## src/hw/cable_bridge_regs.svh

```systemverilog
// register offsets, field positions and timing counts of the cable bridge
// Notes on behaviour
// four host locations: data port, board pointer, bus reset, one unassigned
// pointer write sets the board address used by later data accesses
// pointer keeps its value until the host writes the pointer again
// a pointer write finishes on the host bus in under 10 us
// pointer read: address in bits 5..0, read/write bit 6, busy bit 7
// address is latched so an immediate read returns the value written
// status bits read as the inverted cable control signal levels
// idle status bits read zero, so readback equals stored address
// each data port write becomes a cable byte write to the selected board; the code drops writes made during a cable operation
// each data port read does a cable read and returns the board's byte; the code drops reads made during a cable operation
// remote output boards latch written bytes and return them on read
// any write to the reset port drives a reset pulse onto the cable; the code drops writes made during a cable operation
// host waits 20 ms after a bus reset before further accesses
// host polls pointer, masking with 192, until both status bits are zero
// base of the four locations is switch-selected within 512 to 1023
// busy stands from start of each cable transfer or reset until done
// unassigned location has no effect; its reads return an undefined value
`ifndef CABLE_BRIDGE_REGS_SVH
`define CABLE_BRIDGE_REGS_SVH
`define OFS_DATA_PORT 2'h0
`define OFS_BOARD_PTR 2'h1
`define OFS_BUS_RESET 2'h2
`define OFS_UNASSIGNED 2'h3
`define PTR_RW_BIT 6
`define PTR_BUSY_BIT 7
`define PTR_RESET 6'h00
`define IO_RANGE_LO 10'h200
`define IO_RANGE_HI 10'h3FF
`define CLK_MHZ 10
`define PTR_WRITE_US 10
`define PTR_WRITE_CYC ((`PTR_WRITE_US * `CLK_MHZ) - 1)
`define BUS_RESET_MS 20
`define BUS_RESET_CYC (`BUS_RESET_MS * 1000 * `CLK_MHZ)
`define STROBE_NS 2000
`define STROBE_CYC ((`STROBE_NS * `CLK_MHZ) / 1000)
`endif

```

## src/hw/cable_bridge_pkg.sv

```systemverilog
// types shared by the cable bridge modules
package cable_bridge_pkg;
	typedef enum logic [1:0] {
		ST_IDLE = 2'b00,
		ST_WRITE = 2'b01,
		ST_READ = 2'b10,
		ST_RESET = 2'b11
	} bridge_state_type;

	typedef struct packed {
		logic [5:0] addr;
		logic [7:0] data_out;
		logic [7:0] data_oe;
		logic strobe_b;
		logic rw_b;
		logic reset_b;
	} cable_drive_type;
endpackage

```

## src/hw/pin_sync.sv

```systemverilog
// three-stage synchroniser; change accepted when stages two and three agree
`timescale 1ns/100ps
module pin_sync #(
	parameter int WIDTH = 8
) (
	// clock and reset
	input wire logic mclk,
	input wire logic rst_b,
	// pins
	input wire logic [WIDTH-1:0] pin,
	output logic [WIDTH-1:0] level
);
	logic [WIDTH-1:0] s1, s2, s3;
	wire [WIDTH-1:0] agree = ~(s2 ^ s3);
	wire [WIDTH-1:0] next_level = (agree & s3) | (~agree & level);

	always_ff @(posedge mclk or negedge rst_b) begin
		if (!rst_b) begin
			s1 <= '0;
			s2 <= '0;
			s3 <= '0;
			level <= '0;
		end else begin
			s1 <= pin;
			s2 <= s1;
			s3 <= s2;
			level <= next_level;
		end
	end
endmodule

```

## src/hw/op_timer.sv

```systemverilog
// down counter giving the length of a cable strobe or reset pulse
`timescale 1ns/100ps
module op_timer #(
	parameter int WIDTH = 18
) (
	// clock and reset
	input wire logic mclk,
	input wire logic rst_b,
	// control
	input wire logic load,
	input wire logic [WIDTH-1:0] count,
	output logic done
);
	logic [WIDTH-1:0] remain;
	wire running = (remain != '0);
	wire [WIDTH-1:0] next_remain = load ? count :
		running ? remain - WIDTH'(1) : remain;

	assign done = running && (remain == WIDTH'(1)) && !load;

	always_ff @(posedge mclk or negedge rst_b) begin
		if (!rst_b)
			remain <= '0;
		else
			remain <= next_remain;
	end
endmodule

```

## src/hw/cable_bridge.sv

```systemverilog
// host i/o to parallel cable bus bridge, top level
`timescale 1ns/100ps
`include "cable_bridge_regs.svh"
module cable_bridge
	import cable_bridge_pkg::*;
#(
	parameter int BUS_RESET_CYCLES = `BUS_RESET_CYC,
	parameter int STROBE_CYCLES = `STROBE_CYC
) (
	// clock and reset
	input wire logic mclk,
	input wire logic rst_b,
	// base address switch
	input wire logic [9:2] base_switch,
	// host i/o bus, one-cycle strobes
	input wire logic [9:0] host_addr,
	input wire logic host_wr,
	input wire logic host_rd,
	input wire logic [7:0] host_wdata,
	output logic [7:0] host_rdata,
	output logic host_ready,
	// cable bus
	output logic [5:0] cable_addr,
	output logic [7:0] cable_data_out,
	output logic cable_data_oe,
	input wire logic [7:0] cable_data_in,
	output logic cable_strobe_b,
	output logic cable_rw_b,
	output logic cable_reset_b
);
	localparam int TW = 18;

	bridge_state_type state;
	cable_drive_type drive;
	logic [5:0] board_ptr;
	logic [7:0] switch_base;
	logic [7:0] read_byte;
	logic pending_rd;
	logic timer_done;
	logic [7:0] data_sync;

	// base strap caught after reset release, held thereafter
	logic strap_taken;
	always_ff @(posedge mclk or negedge rst_b) begin
		if (!rst_b) begin
			strap_taken <= 1'b0;
			switch_base <= 8'h00;
		end else if (!strap_taken) begin
			strap_taken <= 1'b1;
			switch_base <= base_switch;
		end
	end

	wire [9:0] base_full = {switch_base, 2'b00};
	wire base_legal = (base_full >= `IO_RANGE_LO) &&
		(base_full <= `IO_RANGE_HI);
	wire hit = strap_taken && base_legal &&
		(host_addr[9:2] == switch_base);
	wire [1:0] ofs = host_addr[1:0];
	wire idle = (state == ST_IDLE);
	// data and reset port accesses during a cable operation are dropped; host must poll first
	wire wr_data = hit && host_wr && idle && (ofs == `OFS_DATA_PORT);
	wire rd_data = hit && host_rd && idle && (ofs == `OFS_DATA_PORT);
	wire wr_ptr = hit && host_wr && (ofs == `OFS_BOARD_PTR);
	wire rd_ptr = hit && host_rd && (ofs == `OFS_BOARD_PTR);
	wire wr_rst = hit && host_wr && idle && (ofs == `OFS_BUS_RESET);
	// location three starts no cable action; its reads return 8'hFF
	wire rd_other = hit && host_rd && (ofs == `OFS_UNASSIGNED);

	// pointer readback: status bits are inverted active-low cable levels
	wire stat_busy = ~drive.strobe_b | ~drive.reset_b;
	wire stat_rw = ~drive.rw_b;
	wire [7:0] ptr_view = {stat_busy, stat_rw, board_ptr};

	wire load_timer = wr_data | rd_data | wr_rst;
	wire [TW-1:0] load_count = wr_rst ? TW'(BUS_RESET_CYCLES) :
		TW'(STROBE_CYCLES);

	op_timer #(.WIDTH(TW)) u_timer (
		.mclk(mclk),
		.rst_b(rst_b),
		.load(load_timer),
		.count(load_count),
		.done(timer_done)
	);

	pin_sync #(.WIDTH(8)) u_sync (
		.mclk(mclk),
		.rst_b(rst_b),
		.pin(cable_data_in),
		.level(data_sync)
	);

	bridge_state_type next_state;
	always_comb begin
		next_state = state;
		unique case (state)
			ST_IDLE: begin
				if (wr_rst)
					next_state = ST_RESET;
				else if (wr_data)
					next_state = ST_WRITE;
				else if (rd_data)
					next_state = ST_READ;
			end
			ST_WRITE, ST_READ, ST_RESET: begin
				if (timer_done)
					next_state = ST_IDLE;
			end
		endcase
	end

	// answer two cycles after the strobe ends: the synchroniser needs
	// that long to carry the board byte, and it still holds it then
	wire strobe_end_rd = (state == ST_READ) && timer_done;
	logic [1:0] rd_tail;
	wire read_end = rd_tail[1];
	wire [7:0] next_rdata = rd_ptr ? ptr_view :
		read_end ? data_sync : rd_other ? 8'hFF : host_rdata;
	wire next_ready = rd_ptr | wr_ptr | rd_other |
		(hit && host_wr && (ofs != `OFS_BOARD_PTR)) | read_end;

	always_ff @(posedge mclk or negedge rst_b) begin
		if (!rst_b) begin
			state <= ST_IDLE;
			board_ptr <= `PTR_RESET;
			pending_rd <= 1'b0;
			rd_tail <= 2'b00;
			read_byte <= 8'h00;
			host_rdata <= 8'h00;
			host_ready <= 1'b0;
		end else begin
			state <= next_state;
			if (wr_ptr)
				board_ptr <= host_wdata[5:0];
			pending_rd <= rd_data | (pending_rd & ~read_end);
			rd_tail <= {rd_tail[0], strobe_end_rd};
			if (read_end)
				read_byte <= data_sync;
			host_rdata <= next_rdata;
			host_ready <= next_ready;
		end
	end

	// cable drive image, registered so every pin is a flip-flop
	logic [7:0] wr_byte;
	always_ff @(posedge mclk or negedge rst_b) begin
		if (!rst_b) begin
			wr_byte <= 8'h00;
			drive <= '{addr: 6'h00, data_out: 8'h00, data_oe: 8'h00,
				strobe_b: 1'b1, rw_b: 1'b1, reset_b: 1'b1};
		end else begin
			if (wr_data)
				wr_byte <= host_wdata;
			drive.addr <= board_ptr;
			drive.data_out <= wr_data ? host_wdata : wr_byte;
			drive.data_oe <= (next_state == ST_WRITE) ? 8'hFF : 8'h00;
			drive.strobe_b <= !((next_state == ST_WRITE) ||
				(next_state == ST_READ));
			drive.rw_b <= !(next_state == ST_READ);
			drive.reset_b <= !(next_state == ST_RESET);
		end
	end

	assign cable_addr = drive.addr;
	assign cable_data_out = drive.data_out;
	assign cable_data_oe = drive.data_oe[0];
	assign cable_strobe_b = drive.strobe_b;
	assign cable_rw_b = drive.rw_b;
	assign cable_reset_b = drive.reset_b;

	AST_PTR_HOLD: assert property (@(posedge mclk) disable iff (!rst_b)
		!wr_ptr |=> $stable(board_ptr))
		else $error("pointer changed without a pointer write");
	AST_PTR_READBACK: assert property (@(posedge mclk) disable iff (!rst_b)
		wr_ptr ##1 rd_ptr |=> host_rdata[5:0] == $past(host_wdata[5:0], 2))

		else $error("pointer readback differs from value written");
	AST_IDLE_STATUS: assert property (@(posedge mclk) disable iff (!rst_b)
		rd_ptr && drive.strobe_b && drive.reset_b |=>
		host_rdata[7:6] == 2'b00)
		else $error("status bits set while idle");
	AST_PTR_FAST: assert property (@(posedge mclk) disable iff (!rst_b)
		wr_ptr |=> host_ready)
		else $error("pointer write not acknowledged");
	AST_WRITE_STROBE: assert property (@(posedge mclk) disable iff (!rst_b)
		wr_data |=> !cable_strobe_b && cable_rw_b &&
		cable_data_out == $past(host_wdata))
		else $error("data write not forwarded");
	AST_READ_STROBE: assert property (@(posedge mclk) disable iff (!rst_b)
		rd_data |=> !cable_strobe_b && !cable_rw_b)
		else $error("data read not forwarded");
	AST_RESET_PULSE: assert property (@(posedge mclk) disable iff (!rst_b)
		wr_rst |=> !cable_reset_b [*8])
		else $error("bus reset pulse missing");
	AST_BUSY_BIT: assert property (@(posedge mclk) disable iff (!rst_b)
		rd_ptr |=> host_rdata[7] == $past(stat_busy))
		else $error("busy bit wrong on pointer read");
	AST_UNASSIGNED: assert property (@(posedge mclk) disable iff (!rst_b)
		hit && host_wr && ofs == `OFS_UNASSIGNED |=>
		$stable(state) && $stable(board_ptr))
		else $error("unassigned write changed state");
	AST_RANGE: assert property (@(posedge mclk) disable iff (!rst_b)
		hit |-> base_full >= `IO_RANGE_LO)
		else $error("decode below legal range");

	COV_WRITE: cover property (@(posedge mclk) disable iff (!rst_b)
		wr_data);
	COV_READ: cover property (@(posedge mclk) disable iff (!rst_b)
		read_end);
	COV_RESET: cover property (@(posedge mclk) disable iff (!rst_b)
		wr_rst);
	COV_BUSY_POLL: cover property (@(posedge mclk) disable iff (!rst_b)
		rd_ptr && stat_busy);
endmodule

```

## config.mk

```make
export PLATFORM = sky130hd
export DESIGN_NAME = cable_bridge
export DESIGN_NICKNAME = d
export VERILOG_FILES = /design/src/hw/cable_bridge_pkg.sv /design/src/hw/pin_sync.sv /design/src/hw/op_timer.sv /design/src/hw/cable_bridge.sv
export VERILOG_INCLUDE_DIRS = /design/src /design/src/hw
export SDC_FILE = /design/constraint.sdc
export NUM_CORES = 1
export LEC_CHECK = 0
export BUFFER_PORTS_ARGS = -buffer_cell sky130_fd_sc_hd__buf_2
export CORE_MARGIN = 2
export CORE_UTILIZATION = 47
export DETAILED_ROUTE_END_ITERATION = 12
export PLACE_DENSITY = 0.75
export SETUP_SLACK_MARGIN = 0.02
export SLEW_MARGIN = 0
export SYNTH_ARGS = -nofsm -noshare
export SYNTH_HDL_FRONTEND = slang
export SYNTH_SLANG_ARGS = --single-unit
```

## constraint.sdc

```tcl
create_clock -name mclk -period 2.22 [get_ports mclk]
set_clock_uncertainty 0.15 [all_clocks]
set_input_delay 0.111 -clock mclk [delete_from_list [all_inputs] [get_ports mclk]]
set_output_delay 0.111 -clock mclk [all_outputs]
set_load 0.01 [all_outputs]
```

==> out/metrics.yaml, run 1 <==
status: "complete, no violations"
grt_pass1_vias: 2534
dr.pass1.iters: 4
crit_path_max_fanout: 4
floorplan.die.width_um: 93.9
dieArea_um2: 8820
rows: 32
grt_max_degree: 56
mostFrequentLayoutCells: "93 x dfrtp_1, 63 x buf_2, 27 x dlygate4sd3_1, 22 x mux2_2, 20 x nor2_1"
rsz0062_at_grt: "no"
seqCellArea_um2: 2410
htreeDepth: 3
cts.clk_slew.worst_paths_ps: 100
syn_inst: 287
synth-seq-cells: 96
cts_tree: "done"
synth_area_um2: 3800
power_density_nw_per_um2: 721
p_leak_nw: 2.26
required_ps: 2360
cts.sinks: 96
port_buffers: 64
setup_violations: 0
syn_nets: 330
post-route-drc-count: 0
crit_arrival_ps: 2280
period_needed_ps: 2130
antenna_found_initial: 0
antenna_left: 0
finalWirelength_um: 7290
initial_core_util_pct: 48.9
gp_congestion: 0.853
tns_ps: 0
cts_root_buffer: "clkbuf_8"
diodes: 0
grt_pass1_wl_um: 12100
overflow: 0
coreArea_um2: 7770
path_cells: "nor4_4 > and3_1 > nand3_1 > and2_1 > a21o_1 > ha_1"
crit_type: "reg2reg"
dp_cells: 456
viasPerCell: 5.02
multi_input_area_um2: 1340
nFillCells: 626
synth_cell_types: 43
layout_commonest_cell: "dfrtp_1"
vias: 2523
routedWlPerCell_um: 14.5
nets: 439
ir_drop_v: 0.000367
synth-seq-area-share_pct: 63.3
min_path_type: "in2async"
numCtsBuffers: 9
rrSetupSlack_ps: 90
io_pins: 65
dieHeight_um: 93.9
cp-start-kind: "register"
drtIter0Drc: 140
cap_violations: 0
slew_viol_final: 0
avgSynthCellArea_um2: 13.2
cts_buffer_depth: 2
post-route-period-util_pct: 96.1
end_kind: "register"
yosys_warnings: 0
area_growth_pct: 27.1
grtUsageTotal_pct: 18.0
fin_cells: 503
clock_latency_ps: 360
hold_viol: 0
crit_path_top_delay_cell: "dfrtp_1"
max_freq_mhz: 469
place_hpwl_um: 5030
critical_path.max_stage_delay_ps: 450
worstRegToRegCells: 6
drive_gt1_share_pct: 32.7
## critical path, delay by kind of cell (launching register included)
| family | cells | cell delay (ps) |
|---|---|---|
| flops | 1 | 450 |
| compound gates | 1 | 180 |
| simple gates | 4 | 990 |
| fa+ha+maj | 1 | 290 |
## cells by family (layout without fill, tap and decap cells)
| family | after synthesis | count (layout) | synth area share, % |
|---|---|---|---|
| adders and majority gates | 13 | 13 | 3.75 |
| muxes | 25 | 25 | 7.31 |
| other | 1 | 1 | 0.0987 |
| buffers and inverters | 16 | 130 | 1.91 |
| xor gates and xnor gates | 19 | 19 | 4.38 |
| DFF | 96 | 96 | 63.3 |
| AOI/OAI and AO/OA | 36 | 36 | 7.01 |
| and+or+nand+nor | 81 | 81 | 12.2 |
## metrics by stage
| stage | hold slack [ps] | instance area (um^2) | power [mW] | utilization (%) | worst slack, ps |
|---|---|---|---|---|---|
| final | 38.7 | 4830 | 3.48 | 62.2 | 85.8 |
| after global placement | -112 | 4310 | 2.37 | 55.5 | 72.1 |
| after global routing | 64.0 | 4830 | 3.67 | 62.2 | 26.2 |
| after CTS | 40.1 | 4770 | 3.50 | 61.4 | 64.8 |
| after floorplan | -335 | 3800 | 2.24 | - | 213 |
| after detailed placement | -110 | 4310 | 2.40 | 55.5 | -2.19 |
## synth_stat cells (all sizes together)
cell / number / area share [%]
and2: 2 / 0.33
nor3b: 1 / 0.20
or4: 2 / 0.39
clkbuf: 4 / 0.39
buf: 6 / 0.92
o211ai: 2 / 0.39
a31o: 1 / 0.23
and3: 3 / 0.49
nor4b: 1 / 0.23
dfrtp: 93 / 61
and4b: 1 / 0.26
o21a: 1 / 0.20
nand2: 7 / 0.69
a21oi: 9 / 1.2
a21o: 3 / 0.59
nor2: 20 / 2.0
xnor2: 15 / 3.5
xor2: 4 / 0.92
a211oi: 3 / 0.59
conb: 1 / 0.099
o21ai: 6 / 0.79
nand2b: 2 / 0.33
o21bai: 2 / 0.39
mux2: 22 / 6.5
nor4: 7 / 1.7
o221a: 8 / 2.4
dfstp: 3 / 2.1
nand3: 9 / 1.2
nor2b: 4 / 0.66
inv: 6 / 0.59
ha: 5 / 1.6
mux2i: 3 / 0.79
o211a: 1 / 0.26
or2: 1 / 0.16
nor3: 8 / 1.2
nand4: 4 / 0.66
maj3: 8 / 2.1
nand3b: 9 / 1.8
## final cells by class
cell class,count,area share [%]
inverters,6,0.466
repair buffers,108,15.4
well taps,102,2.64
flip-flops and latches,96,49.8
clock inverters,7,1.27
multi-input cells,175,27.8
clock buffers,9,2.56
## what timing repair did
action / 4_1_cts / 5_1_grt
setup endpoints to repair: 6 / 19
endpoints found under the hold margin: 125 / 0
cloned: 0 / 0
hold buffers: 27 / 0
buffers inserted: 0 / 4
pin swaps: 0 / 2
gates resized for setup: 1 / 4
## state kept, by name, summed over array words and instances (netlist names), named ones only
| name | flops |
|---|---|
| u_timer.remain | 18 |
| cable_rw_b | 1 |
| switch_base | 8 |
| host_rdata | 8 |
| host_ready | 1 |
| cable_addr | 6 |
| cable_data_oe | 1 |
| u_sync.s3 | 8 |
| cable_strobe_b | 1 |
| strap_taken | 1 |
| u_sync.s2 | 8 |
| u_sync.s1 | 8 |
| rd_tail | 2 |
| cable_reset_b | 1 |
| wr_byte | 8 |
| state | 2 |
| board_ptr | 6 |
## layer usage
metal	routed length (um)	share of wire (%)	track usage, %
met5	0	0	0
met4	141	1.9	7.61
met3	393	5.4	4.49
met2	3320	46	27.1
met1	3430	47	24.9
## worst paths after layout
check / start / end
worst max-delay path: u_timer.remain[4] / cable_strobe_b
worst min-delay path: rst_b / switch_base[5]
worst max register to register: u_timer.remain[4] / cable_strobe_b
worst min register to register: u_sync.s1[2] / u_sync.s2[2]
max in group asynchronous: rst_b / cable_rw_b
min in group mclk: host_rd / u_timer.remain[16]
## where the power goes
| part | internal [mW] | leakage (nW) | switching (mW) |
|---|---|---|---|
| sequential | 1.88 | 1.17 | 0.130 |
| combinational | 0.214 | 0.997 | 0.185 |
| clock | 0.431 | 0.0940 | 0.645 |
Power figures use the tool's default switching activity.
==> run 2: changes to the inputs <==
Settings changed: ABC_AREA from default to 1, PLACE_DENSITY 0.75 to 0.66.
==> out/metrics.yaml, run 2 <==
status: "complete, no violations"
drtIter0Drc: 120
holdWs_ps: 53.0
end_kind: "register"
cts_buffer_depth: 2
required_ps: 2350
async_flop_share_pct: 100
dieArea_um2: 9790
cts_tree: "done"
largest_reg_flops: 18
numCtsBuffers: 9
ys.flop_type: "dfrtp_1"
maxSlewHeadroom_pct: 57.4
tns_ps: 0
worstReg2RegStart: "switch_base[7]"
avgSynthCellArea_um2: 9.13
finalWirelength_um: 8670
yosys_warnings: 0
fin_ws_ps: 174
synth_edf_count: 0
synth-seq-cells: 96
synth-seq-area-share_pct: 56.8
power_mw: 3.24
synth_area_leader_cell: "dfrtp_1"
worstRegToRegCells: 12
period_needed_ps: 2050
min_path_type: "in2reg"
hold_path_depth: 5
max_freq_mhz: 489
dp_slack_ps: 157
place_hpwl_um: 6200
diodes: 0
dr.pass1.iters: 4
setup_violations: 0
crit_arrival_ps: 2180
area_growth_pct: 23.4
floorplan.die.width_um: 98.9
synth_top_area_share_pct: 54.9
nets: 614
routedWlPerCell_um: 12.7
cts.sinks: 96
p_leak_nw: 2.75
hold_viol: 0
ir_drop_v: 0.000295
cts.clk_slew.worst_paths_ps: 110
cp-start-kind: "register"
post-route-drc-count: 0
mostFrequentLayoutCells: "112 x nand2_1, 93 x dfrtp_1, 63 x buf_2, 62 x inv_1, 56 x nor2_1"
path_cells: "nand2_2 > inv_2 > nand2_1 > nor2_2 > nand2_1 > nor2_2 > nand4_2 > nand2_4 > inv_2 > nand2_2 > nand2_1 > ha_1"
port_buffers: 64
top_register: "u_timer.remain"
rsz0062_at_grt: "yes"
crit_top_cell: "nand2_1"
r2r_end: "cable_strobe_b"
coreArea_um2: 8720
power_density_nw_per_um2: 619
slew_viol_final: 0
io_pins: 65
nFillCells: 788
vias: 3267
clock_latency_ps: 370
drive_gt1_share_pct: 23.4
syn_nets: 507
rrSetupSlack_ps: 170
crit_type: "reg2reg"
antenna_found_initial: 0
synth_cell_types: 36
dieHeight_um: 98.9
crit_path_top_delay_cell: "dfrtp_1"
initial_core_util_pct: 48.6
crit_path_max_fanout: 9
synthTopCellsByArea: "dfrtp_1 55%, nand2_1 9.9%, inv_1 5.5%, nor2_1 5.1%, nand4_1 2.5%"
syn_inst: 464
cap_violations: 0
grtUsageTotal_pct: 18.9
tightestPinTransition_ps: 639
rows: 34
antenna_left: 0
cts_root_buffer: "clkbuf_8"
post-route-period-util_pct: 92.2
overflow: 0
viasPerCell: 4.78
yosys-top-cells-count: "112 x nand2_1, 93 x dfrtp_1, 62 x inv_1, 58 x nor2_1, 17 x nand4_1"
grt_max_degree: 53
critical_path.max_stage_delay_ps: 400
synth.most_common_cell: "nand2_1"
htreeDepth: 3
grt_pass1_vias: 3183
min_to: "host_rdata[0]"
layout_commonest_cell: "nand2_1"
worstHoldStart: "host_rd"
grt_pass1_wl_um: 14800
synth_area_um2: 4240
gp_congestion: 0.853
## run 2: cell types whose count changed in the layout (fill, tap and decap cells not counted), sizes merged, moves of 17 or more
cell and change:
inv +61, nor2 +44, nand4 +17, mux2 -21
nand2 +108
## run 2: cell type report
| class | instances | area (um^2) | area share (%) |
|---|---|---|---|
| Clock buffer | 9 | 124 | 2.37 |
| Clock inverter | 7 | 73.8 | 1.41 |
| Inverter | 67 | 251 | 4.81 |
| Multi-Input combinational cell | 296 | 1560 | 29.8 |
| Sequential cell | 96 | 2410 | 46.0 |
| Tap cell | 108 | 135 | 2.59 |
| Timing Repair Buffer | 101 | 676 | 12.9 |
## run 2: cell families after synthesis
kind of cell / synth area share (%)
other: 0.0885
flip-flops: 56.8
AND/OR/NAND/NOR: 26.7
multiplexers: 0.266
adder cells (fa/ha/maj): 3.37
AO/OA/AOI/OAI: 4.49
XOR/XNOR: 1.65
buffers and inverters: 6.59
## run 2: repair_timing
| item | CTS | global route |
|---|---|---|
| endpoints found under the hold margin | 78 | 0 |
| hold buffers | 25 | 0 |
| endpoints found under the setup margin | 0 | 9 |
| setup buffers | 0 | 2 |
| gates resized for setup | 0 | 3 |
## run 2: metal layers
metal | track usage, % | vias to the layer above | routed length, um
li1 | - | 1678 | -
met1 | 25.1 | 1511 | 4010
met2 | 31.2 | 64 | 4190
met3 | 3.05 | 14 | 302
met4 | 7.17 | 0 | 158
met5 | 0 | - | 0
## run 2: where the power goes
| group | switching, mW | leakage (nW) | internal, mW |
|---|---|---|---|
| clock network | 0.692 | 0.0946 | 0.444 |
| logic | 0.144 | 1.50 | 0.116 |
| registers | 0.0304 | 1.16 | 1.81 |
| total | 0.867 | 2.75 | 2.37 |
## run 2: worst max-delay path by stage
| stage | depth (start not counted) | startpoint | endpoint | slack (ps) |
|---|---|---|---|---|
| CTS | 11 | switch_base[7] | cable_strobe_b | 120 |
| floorplan | 8 | switch_base[6] | cable_strobe_b | 310 |
| global placement | 11 | switch_base[7] | cable_strobe_b | 220 |
| detailed placement | 11 | switch_base[7] | cable_strobe_b | 160 |
| finish | 12 | switch_base[7] | cable_strobe_b | 170 |
| global route | 11 | switch_base[7] | cable_strobe_b | -20 |
## run 2: metrics by stage
step | instance area (um^2) | util [%] | cells
floorplan | 4240 | - | 464
global placement | 4750 | 54.5 | 641
detailed placement | 4750 | 54.5 | 641
CTS | 5200 | 59.6 | 682
global route | 5230 | 59.9 | 684
finish | 5230 | 59.9 | 684
## run 2: critical path, delay by kind of cell, from the launching register on
family,cells,cell delay (ps)
buffers and inverters,2,150
and+or+nand+nor,9,980
DFF,1,400
adders and majority gates,1,300
